**src/core/vlc_pkg.sv**
```systemverilog
// package: register map, field layout, reset values and carriers for the vref ladder control
package vlc_pkg;

    // ------------------------------------------------------------------
    // register map
    // ------------------------------------------------------------------
    localparam logic [3:0] VLC_ADDR_CONTROL = 4'h0;
    localparam logic [3:0] VLC_ADDR_STATUS  = 4'h1;
    localparam logic [7:0] VLC_CONTROL_RST  = 8'h00;

    // ------------------------------------------------------------------
    // field positions
    // ------------------------------------------------------------------
    localparam int VLC_BIT_POWER  = 7;
    localparam int VLC_BIT_PINOE  = 6;
    localparam int VLC_BIT_RANGE  = 5;
    localparam int VLC_BIT_SOURCE = 4;
    localparam int VLC_TAP_MSB    = 3;
    localparam int VLC_PIN_BIT    = 5;

    // ------------------------------------------------------------------
    // ladder arithmetic: level = (base + tap) / denom of the span
    // ------------------------------------------------------------------
    localparam logic [5:0] VLC_DENOM_LOW  = 6'h18;
    localparam logic [5:0] VLC_DENOM_HIGH = 6'h20;
    localparam logic [5:0] VLC_BASE_LOW   = 6'h00;
    localparam logic [5:0] VLC_BASE_HIGH  = 6'h08;

    // range and source encodings
    typedef enum logic {VLC_RANGE_HIGH = 1'b0, VLC_RANGE_LOW = 1'b1} vlc_range_t;
    typedef enum logic {VLC_SRC_SUPPLY = 1'b0, VLC_SRC_EXTPIN = 1'b1} vlc_source_t;

    // decoded control fields
    typedef struct packed {
        logic        ladder_power_enable;
        logic        ref_pin_output_enable;
        vlc_range_t  ladder_range_select;
        vlc_source_t ladder_source_select;
        logic [3:0]  ladder_tap_value;
    } vlc_ctrl_t;

    // tap fraction sent to the analog ladder
    typedef struct packed {
        logic [5:0] numer;
        logic [5:0] denom;
    } vlc_level_t;

endpackage

```
**src/core/vlc_top.sv**
```systemverilog
// top: vref ladder control register, pin gating and ladder controls
// Function
// [RL1] range bit picks 24-step or quarter-offset 32-step
// [RL2] source bit picks external pins or supply
// [RL3] tap value selects one of sixteen levels
// [RL4] reset clears ladder power enable
// [RL5] reset clears pin output enable
// [RL6] reset clears range and tap bits
// [RL7] sleep wake leaves register unchanged
// [RL8] software should disable reference before sleep
// [RL9] pin driven only if direction input and enabled
// [RL10] independent of comparator configuration
// [RL11] power bit powers ladder on or down
// [RL12] output enable connects reference to shared pin
// [RL13] all eight bits readable, writes apply next clock
//
// Local design decisions: strobed register access and the register addresses.
`timescale 1ns/100ps
module vlc_top
    import vlc_pkg::*;
(
    // clock and reset
    input  wire logic       SYS_CLK_I,
    input  wire logic       RST_I,
    input  wire logic       CLK_EN_I,
    // register port
    input  wire logic [3:0] ADDR_I,
    input  wire logic [7:0] WDATA_I,
    input  wire logic       WR_I,
    input  wire logic       RD_I,
    output logic      [7:0] RDATA_O,
    // port direction bit from the port block, async to us
    input  wire logic       PORT_F_DIRECTION_I,
    // ladder controls
    output logic            LADDER_POWER_ENABLE_O,
    output logic            LADDER_SOURCE_SELECT_O,
    output logic            LADDER_RANGE_SELECT_O,
    output logic      [3:0] LADDER_TAP_VALUE_O,
    output logic      [5:0] LADDER_LEVEL_NUMER_O,
    output logic      [5:0] LADDER_LEVEL_DENOM_O,
    // shared pin switch
    output logic            SHARED_REF_PIN_CONNECT_O
);

    // ------------------------------------------------------------------
    // decode helpers
    // ------------------------------------------------------------------
    function automatic vlc_ctrl_t vlc_unpack(input logic [7:0] raw);
        vlc_ctrl_t c;
        c.ladder_power_enable   = raw[VLC_BIT_POWER];
        c.ref_pin_output_enable = raw[VLC_BIT_PINOE];
        c.ladder_range_select   = vlc_range_t'(raw[VLC_BIT_RANGE]);
        c.ladder_source_select  = vlc_source_t'(raw[VLC_BIT_SOURCE]);
        c.ladder_tap_value      = raw[VLC_TAP_MSB:0];
        return c;
    endfunction

    // ------------------------------------------------------------------
    // control register
    // ------------------------------------------------------------------
    logic [7:0] control_reg;
    logic [7:0] control_next;
    logic [7:0] rdata_reg;
    logic [7:0] rdata_next;
    logic       pin_connect_reg;
    logic       pin_connect_next;

    always_comb begin
        control_next = control_reg;
        rdata_next   = rdata_reg;
        // no sleep input: wake leaves contents alone by construction
        if (WR_I && ADDR_I == VLC_ADDR_CONTROL) begin
            control_next = WDATA_I;                                  // [RL13] [RL7]
        end
        if (RD_I) begin
            if (ADDR_I == VLC_ADDR_CONTROL) begin
                rdata_next = control_reg;                            // [RL13]
            end else if (ADDR_I == VLC_ADDR_STATUS) begin
                rdata_next = {7'h00, pin_connect_reg};
            end else begin
                rdata_next = 8'h00;
            end
        end else begin
            rdata_next = 8'h00;
        end
    end

    always_ff @(posedge SYS_CLK_I or posedge RST_I) begin
        if (RST_I) begin
            control_reg <= VLC_CONTROL_RST;                          // [RL4] [RL5] [RL6]
            rdata_reg   <= 8'h00;
        end else if (CLK_EN_I) begin
            control_reg <= control_next;
            rdata_reg   <= rdata_next;
        end
    end

    // ------------------------------------------------------------------
    // direction bit synchroniser and pin gate
    // ------------------------------------------------------------------
    logic [2:0] dir_sync_reg;
    logic [2:0] dir_sync_next;
    logic       dir_input_reg;
    logic       dir_input_next;
    vlc_ctrl_t  ctrl;

    assign ctrl = vlc_unpack(control_reg);

    always_comb begin
        dir_sync_next  = {dir_sync_reg[1:0], PORT_F_DIRECTION_I};
        dir_input_next = dir_input_reg;
        // accept a change only once stages two and three agree
        if (dir_sync_reg[1] == dir_sync_reg[2]) begin
            dir_input_next = dir_sync_reg[2];
        end
        // comparator settings are not an input here
        pin_connect_next = ctrl.ref_pin_output_enable && dir_input_reg; // [RL9] [RL12] [RL10]
    end

    always_ff @(posedge SYS_CLK_I or posedge RST_I) begin
        if (RST_I) begin
            dir_sync_reg    <= 3'h0;
            dir_input_reg   <= 1'b0;
            pin_connect_reg <= 1'b0;
        end else if (CLK_EN_I) begin
            dir_sync_reg    <= dir_sync_next;
            dir_input_reg   <= dir_input_next;
            pin_connect_reg <= pin_connect_next;
        end
    end

    // ------------------------------------------------------------------
    // ladder level
    // ------------------------------------------------------------------
    vlc_level_t level;

    vlc_level_map i_vlc_level_map (
        .range_i (ctrl.ladder_range_select),
        .tap_i   (ctrl.ladder_tap_value),
        .level_o (level)
    );

    assign RDATA_O                  = rdata_reg;
    assign LADDER_POWER_ENABLE_O    = ctrl.ladder_power_enable;      // [RL11]
    assign LADDER_SOURCE_SELECT_O   = ctrl.ladder_source_select;     // [RL2]
    assign LADDER_RANGE_SELECT_O    = ctrl.ladder_range_select;      // [RL1]
    assign LADDER_TAP_VALUE_O       = ctrl.ladder_tap_value;         // [RL3]
    assign LADDER_LEVEL_NUMER_O     = level.numer;
    assign LADDER_LEVEL_DENOM_O     = level.denom;
    assign SHARED_REF_PIN_CONNECT_O = pin_connect_reg;

endmodule // vlc_top

```
**src/core/vlc_level_map.sv**
```systemverilog
// leaf: maps range and tap value onto a ladder fraction
`timescale 1ns/100ps
module vlc_level_map
    import vlc_pkg::*;
(
    // ladder selection
    input  wire vlc_range_t range_i,
    input  wire logic [3:0] tap_i,
    // fraction of the source span
    output vlc_level_t      level_o
);

    always_comb begin
        if (range_i == VLC_RANGE_LOW) begin
            level_o.numer = VLC_BASE_LOW + {2'h0, tap_i};            // [RL1] [RL3]
            level_o.denom = VLC_DENOM_LOW;
        end else begin
            level_o.numer = VLC_BASE_HIGH + {2'h0, tap_i};           // [RL1] [RL3]
            level_o.denom = VLC_DENOM_HIGH;
        end
    end

endmodule // vlc_level_map

```
**config.mk**
```make
export PLATFORM = sky130hd
export DESIGN_NAME = vlc_top
export DESIGN_NICKNAME = d
export VERILOG_FILES = /design/src/core/vlc_pkg.sv /design/src/core/vlc_top.sv /design/src/core/vlc_level_map.sv
export SDC_FILE = /design/constraint.sdc
export NUM_CORES = 1
export LEC_CHECK = 0
export ABC_AREA = 1
export BUFFER_PORTS_ARGS = -buffer_cell sky130_fd_sc_hd__clkbuf_2
export CORE_MARGIN = 3
export CORE_UTILIZATION = 41
export CTS_CLUSTER_DIAMETER = 200
export DETAILED_ROUTE_END_ITERATION = 7
export GPL_ROUTABILITY_DRIVEN = 0
export PLACE_DENSITY = 0.72
export SLEW_MARGIN = 20
export SYNTH_ARGS = -nofsm -noshare
export SYNTH_HDL_FRONTEND = slang
export SYNTH_SLANG_ARGS = --single-unit
```
**constraint.sdc**
```tcl
create_clock -name SYS_CLK_I -period 0.8 [get_ports SYS_CLK_I]
set_input_delay 0.04 -clock SYS_CLK_I [delete_from_list [all_inputs] [get_ports SYS_CLK_I]]
set_output_delay 0.04 -clock SYS_CLK_I [all_outputs]
set_load 0.005 [all_outputs]
```
==> flow_summary.yaml, run 1 <==
finish:
  diodes: 0
  fin_util_pct: 66.3
  synthToLayoutAreaGrowth_pct: 45.2
  layout-drive-gt1-share_pct: 46.4
  nets: 203
  finalNonFillerCells: 211
grt:
  grt_first_pass_wirelength_um: 3550
  grt_util_met3_pct: 3.45
  grt_overflow: 0
  antenna_found_initial: 0
  grt_use_met2_pct: 23.6
  grt-busiest-layer: "met2"
  grt_max_degree: 22
  grt_pass1_vias: 866
  met1_usage_pct: 16.0
  grt_use_total_pct: 14.1
power:
  powerDensity_mw_per_mm2: 1700
  power.total_mw: 2.61
  p_leak_nw: 0.902
  peakVddDrop_mv: 1.32
status:
  violations: "setup timing"
  outcome: "finished, violations left"
place:
  port_buffers: 41
  dp_hpwl_um: 1580
  place_inst: 183
  place_ws_ps: -82.0
sta:
  setup_slack_ps: -327
  final_hold_viol_count: 0
  finalSetupViolCount: 27
  finalCritPeriodShare_pct: 141
  maxSlewViolCount: 0
  finClkSkew_ps: 8.73
  fmax_ghz: 0.887
  rsz0062_at_grt: "true"
  min_period_ps: 1130
  fin_setup_tns_ps: -3300
logic_synthesis:
  netlist_area_mm2: 0.00106
  synth-async-reset-ratio_pct: 100
  syn_avg_cell_area_um2: 8.68
  synth-seq-cells: 21
  synth_ff_type: "dfrtp_1"
  yosysTopAreaCellShare_pct: 49.6
  seq_area_frac_synth_pct: 49.6
  post_synth_num_cell_types: 18
  yosysWarnings: 0
  synth_area_leader_cell: "dfrtp_1"
  synth_cells: 122
  yosys-top-cells-area: "dfrtp_1 (50%), nand2_1 (15%), buf_4 (9.2%), o21ai_2 (6.6%), inv_1 (5.7%)"
  synth_edf_count: 0
critical_path:
  crit_start: "control_reg[3]$_DFFE_PP0P_"
  worstReg2RegStart: "control_reg[5]$_DFFE_PP0P_"
  endpoint_kind: "output port"
  critPathMaxFanout: 2
  reg2regPathDepth: 5
  setup.worst_path.class: "reg -> out"
  ff2ff_setup_slack_ps: -210
  start_kind: "flop"
  cp.required_ps: 760
  cp.arrival_ps: 1090
  timing.rr.end: "control_reg[5]$_DFFE_PP0P_"
detailed_routing:
  first_iter_violations: 17
  via_count: 931
  routed_wl_um: 2200
  post_drt_via_cell_ratio: 4.41
  ant_nets: 0
  wl_per_cell_um: 10.4
  drcViolationCount: 0
  drtPass1Iterations: 4
flow_run:
  maxCapViolCount: 0
floorplan:
  ioPinCount: 46
  die_w_um: 56.8
  die_area_mm2: 0.00323
  coreArea_mm2: 0.00232
  dieHeight_um: 56.8
  start_util_pct: 45.7
  rows: 17
worst_hold_path:
  min_path_type: "in -> reg"
  worstHoldPathCells: 4
  whs_endpoint: "RDATA_O[0]$_DFFE_PP0P_"
  hp-start: "ADDR_I[0]"
cts:
  clkSinkCount: 21
  cts_buffers: 3
  htree_levels: 1
  insertion_delay_ps: 300
  cts_root_buf: "clkbuf_4"
  clkTransAtPathRegs_ps: 120
  cts.path.max_buffers: 2
  cts_tree: "yes"
[cells by family (layout without fill, tap and decap cells)]
group | count (synthesis) | count (layout) | share of synthesized area, %
other cells | 1 | 4 | 0.354
buf+inv | 33 | 91 | 17.8
compound gates | 11 | 11 | 8.04
fa+ha+maj | 1 | 1 | 1.18
simple gates | 55 | 55 | 22.9
flops | 21 | 21 | 49.6
[worst max path at each step]
stage,to,slack (ps),depth (start not counted)
final,LADDER_LEVEL_NUMER_O[3],-330,2
after global routing,LADDER_LEVEL_NUMER_O[3],-370,3
after CTS,LADDER_LEVEL_NUMER_O[3],-330,2
after detailed placement,control_reg[3]$_DFFE_PP0P_,-80,5
after global placement,control_reg[1]$_DFFE_PP0P_,-50,5
after floorplan,LADDER_LEVEL_NUMER_O[3],10,2
[what timing repair did]
item / in CTS / in global routing
pin swaps: 0 / 3
cloned: 0 / 0
resized for setup: 0 / 18
hold buffers: 10 / 0
hold endpoints to repair: 30 / 0
buffers inserted: 9 / 5
setup endpoints to repair: 25 / 33
[final cells by class]
class                           count  area, µm²
Fill cell                         176        782
Sequential cell                    21        526
Clock buffer                        4       26.3
Multi-Input combinational cell     71        385
Timing Repair Buffer               70        500
Inverter                           17       63.8
Tap cell                           28       35.0
[layer usage]
layer	share of wire [%]	vias to the layer above
met1	42	427
met2	50	25
li1	-	475
met3	6.2	4
met5	0	-
met4	1.2	0
[cell usage in the layout (no fill, tap or decap), types with 2 or more instances in the layout]
master	instances
buf_4	15
buf_6	10
clkbuf_2	35
clkbuf_4	3
conb_1	4
dfrtp_1	21
dlygate4sd3_1	10
inv_1	15
inv_2	2
nand2_1	38
nand2_2	6
nand3_1	2
nor2_1	3
nor2_2	2
o21ai_0	2
o21ai_2	8
[stage by stage]
step | hold WS [ps] | cell area, µm²
after floorplan | 16.5 | 1080
after global placement | 58.3 | 1230
after detailed placement | 62.4 | 1230
after CTS | 74.9 | 1430
after global routing | 97.8 | 1540
final | 89.0 | 1540
[critical path: stages (launching register included)]
cell	delay (ps)
dfrtp_1	430
ha_4	250
buf_6	110
[synthesized netlist by cell type (2+ instances only)]
master	count
nor2_2	2
inv_1	16
o21ai_0	3
buf_6	2
buf_4	13
o21ai_2	8
nand2_1	43
dfrtp_1	21
nor2_1	3
nand2_2	2
nand3_1	2
[report_power, final]
part	internal [mW]	switching (mW)	total [mW]	leakage [nW]
Sequential	1.17	0.0870	1.26	0.280
Clock	0.194	0.308	0.502	0.0150
Combinational	0.505	0.351	0.855	0.607
Total	1.87	0.745	2.61	0.902
Power figures use the tool's default switching activity.
==> inputs of run 2 (changes only) <==
--- a/config.mk
+++ b/config.mk
@@ -12,7 +12,7 @@
 export CTS_CLUSTER_DIAMETER = 200
 export DETAILED_ROUTE_END_ITERATION = 7
 export GPL_ROUTABILITY_DRIVEN = 0
-export PLACE_DENSITY = 0.72
+export PLACE_DENSITY = 0.81
 export SLEW_MARGIN = 20
 export SYNTH_ARGS = -nofsm -noshare
 export SYNTH_HDL_FRONTEND = slang
==> flow_summary.yaml, run 2 (synthesized netlist as in run 1, its figures left out) <==
status:
  outcome: "finished, violations left"
  violations: "setup timing"
critical_path:
  start_kind: "flop"
  critPathMaxFanout: 3
  cpPeakStageDelay_ps: 460
  cp.required_ps: 760
  endpoint_kind: "output port"
  path_cells: "ha_4 > buf_6"
  cp.arrival_ps: 1110
  path_delay_family: "flip-flops"
  path_buf_inv: 1
  cp_slowest_cell: "dfrtp_2"
  setup.worst_path.class: "reg -> out"
floorplan:
  dieHeight_um: 56.8
  start_util_pct: 45.7
  rows: 17
  die_w_um: 56.8
  die_area_mm2: 0.00323
  coreArea_mm2: 0.00232
  ioPinCount: 46
power:
  pwr-share-seq_pct: 49.6
  p_sw_uw: 742
  switching_share_pct: 29.1
  power.total_mw: 2.55
  powerDensity_mw_per_mm2: 1700
  p_leak_nw: 0.881
  power_frac_comb_pct: 30.8
  peakVddDrop_mv: 1.34
  intPower_mw: 1.81
  p_clk_share_pct: 19.6
grt:
  grt_overflow: 0
  grt_pass1_vias: 996
  grt_first_pass_wirelength_um: 4100
  antenna_found_initial: 0
  grt_max_degree: 22
  grt_use_total_pct: 16.1
cts:
  cts_root_buf: "clkbuf_4"
  insertion_delay_ps: 300
  cts_buffers: 3
  clkTransAtPathRegs_ps: 120
  cts_tree: "yes"
  cts.path.max_buffers: 2
  htree_levels: 1
  clkSinkCount: 21
sta:
  whs_ps: 100
  rsz0062_at_grt: "true"
  finClkSkew_ps: 4.65
  min_period_ps: 1150
  maxSlewViolCount: 0
  final_hold_viol_count: 0
  setup_slack_ps: -352
  finalCritPeriodShare_pct: 144
  finalSetupViolCount: 26
  fin_setup_tns_ps: -2950
  fmax_ghz: 0.868
finish:
  final_cell_mix: "nand2_1 (40), clkbuf_2 (38), dfrtp_1 (20)"
  layout_commonest_cell: "nand2_1"
  fill_cells: 168
  layout-drive-gt1-share_pct: 46.7
  diodes: 0
  finalInstanceArea_mm2: 0.00150
  nets: 202
  synthToLayoutAreaGrowth_pct: 42.0
detailed_routing:
  wl_per_cell_um: 12.7
  via_count: 948
  post_drt_via_cell_ratio: 4.51
  routed_wl_um: 2660
  drtPass1Iterations: 4
  drcViolationCount: 0
  first_iter_violations: 30
  ant_nets: 0
flow_run:
  maxCapViolCount: 0
place:
  postPlaceCellArea_mm2: 0.00124
  port_buffers: 41
  dp_hpwl_um: 1670
worst_hold_path:
  min_path_type: "in -> reg"
==> run 2: cell types whose count changed in the layout (fill, tap and decap cells not counted), sizes merged <==
cell | previous run | this run
clkbuf | 39 | 41
clkinv | 0 | 1
buf | 25 | 21
==> run 2: what timing repair did <==
item / CTS / global route
hold endpoints to repair: 30 / 0
buffers inserted: 8 / 6
endpoints found under the setup margin: 25 / 30
pin swaps: 0 / 1
hold buffers: 10 / 0
gates resized for setup: 5 / 10
cloned: 0 / 0
==> run 2: worst paths after layout <==
check,from,slack [ps],endpoint,cells past startpoint
setup / recovery,control_reg[3]$_DFFE_PP0P_,-350,LADDER_LEVEL_NUMER_O[3],2
hold / removal,ADDR_I[0],100,RDATA_O[0]$_DFFE_PP0P_,4
setup reg to reg,control_reg[3]$_DFFE_PP0P_,-110,control_reg[3]$_DFFE_PP0P_,4
hold reg to reg,dir_sync_reg[1]$_DFFE_PP0P_,490,dir_sync_reg[1]$_DFFE_PP0P_,2
max in group asynchronous,RST_I,280,control_reg[3]$_DFFE_PP0P_,4
min in group asynchronous,RST_I,290,RDATA_O[5]$_DFFE_PP0P_,4
==> run 2: layout make-up <==
type	count	area (µm²)	share of cell area, %
Clock buffer	3	22.5	1.50
Tap cell	28	35.0	2.33
Timing Repair Buffer	69	474	31.6
Inverter	17	63.8	4.25
Multi-Input combinational cell	71	375	25.0
Sequential cell	21	527	35.1
Clock inverter	1	5.00	0.333
==> run 2: metrics by stage <==
step                setup WS (ps)  std cells  utilization (%)
detailed placement           -101        184             53.6
floorplan                    13.0        125                -
CTS                          -348        205             62.1
finish                       -352        210             64.8
global route                 -383        210             64.8
global placement            -49.9        184             53.6
==> run 2: worst min-delay path, delay by kind of cell <==
family        cells  cell delay, ps
simple gates      3             220
buf+inv           1             100
==> run 2: per-layer routing <==
layer	track usage [%]	part of all wire, %	vias up
met5	0	0	-
met4	8.94	3.0	0
met3	1.38	3.3	8
met2	33.2	60	28
met1	14.8	34	444
li1	-	-	468
==> run 2: power groups by stage <==
stage               sequential (mW)  combinational [mW]  clock, mW
finish                         1.27               0.786      0.501
global route                   1.28               0.863      0.547
CTS                            1.26               0.672      0.510
detailed placement             1.29               0.542          0
global placement               1.28               0.523          0
floorplan                      1.28               0.388          0
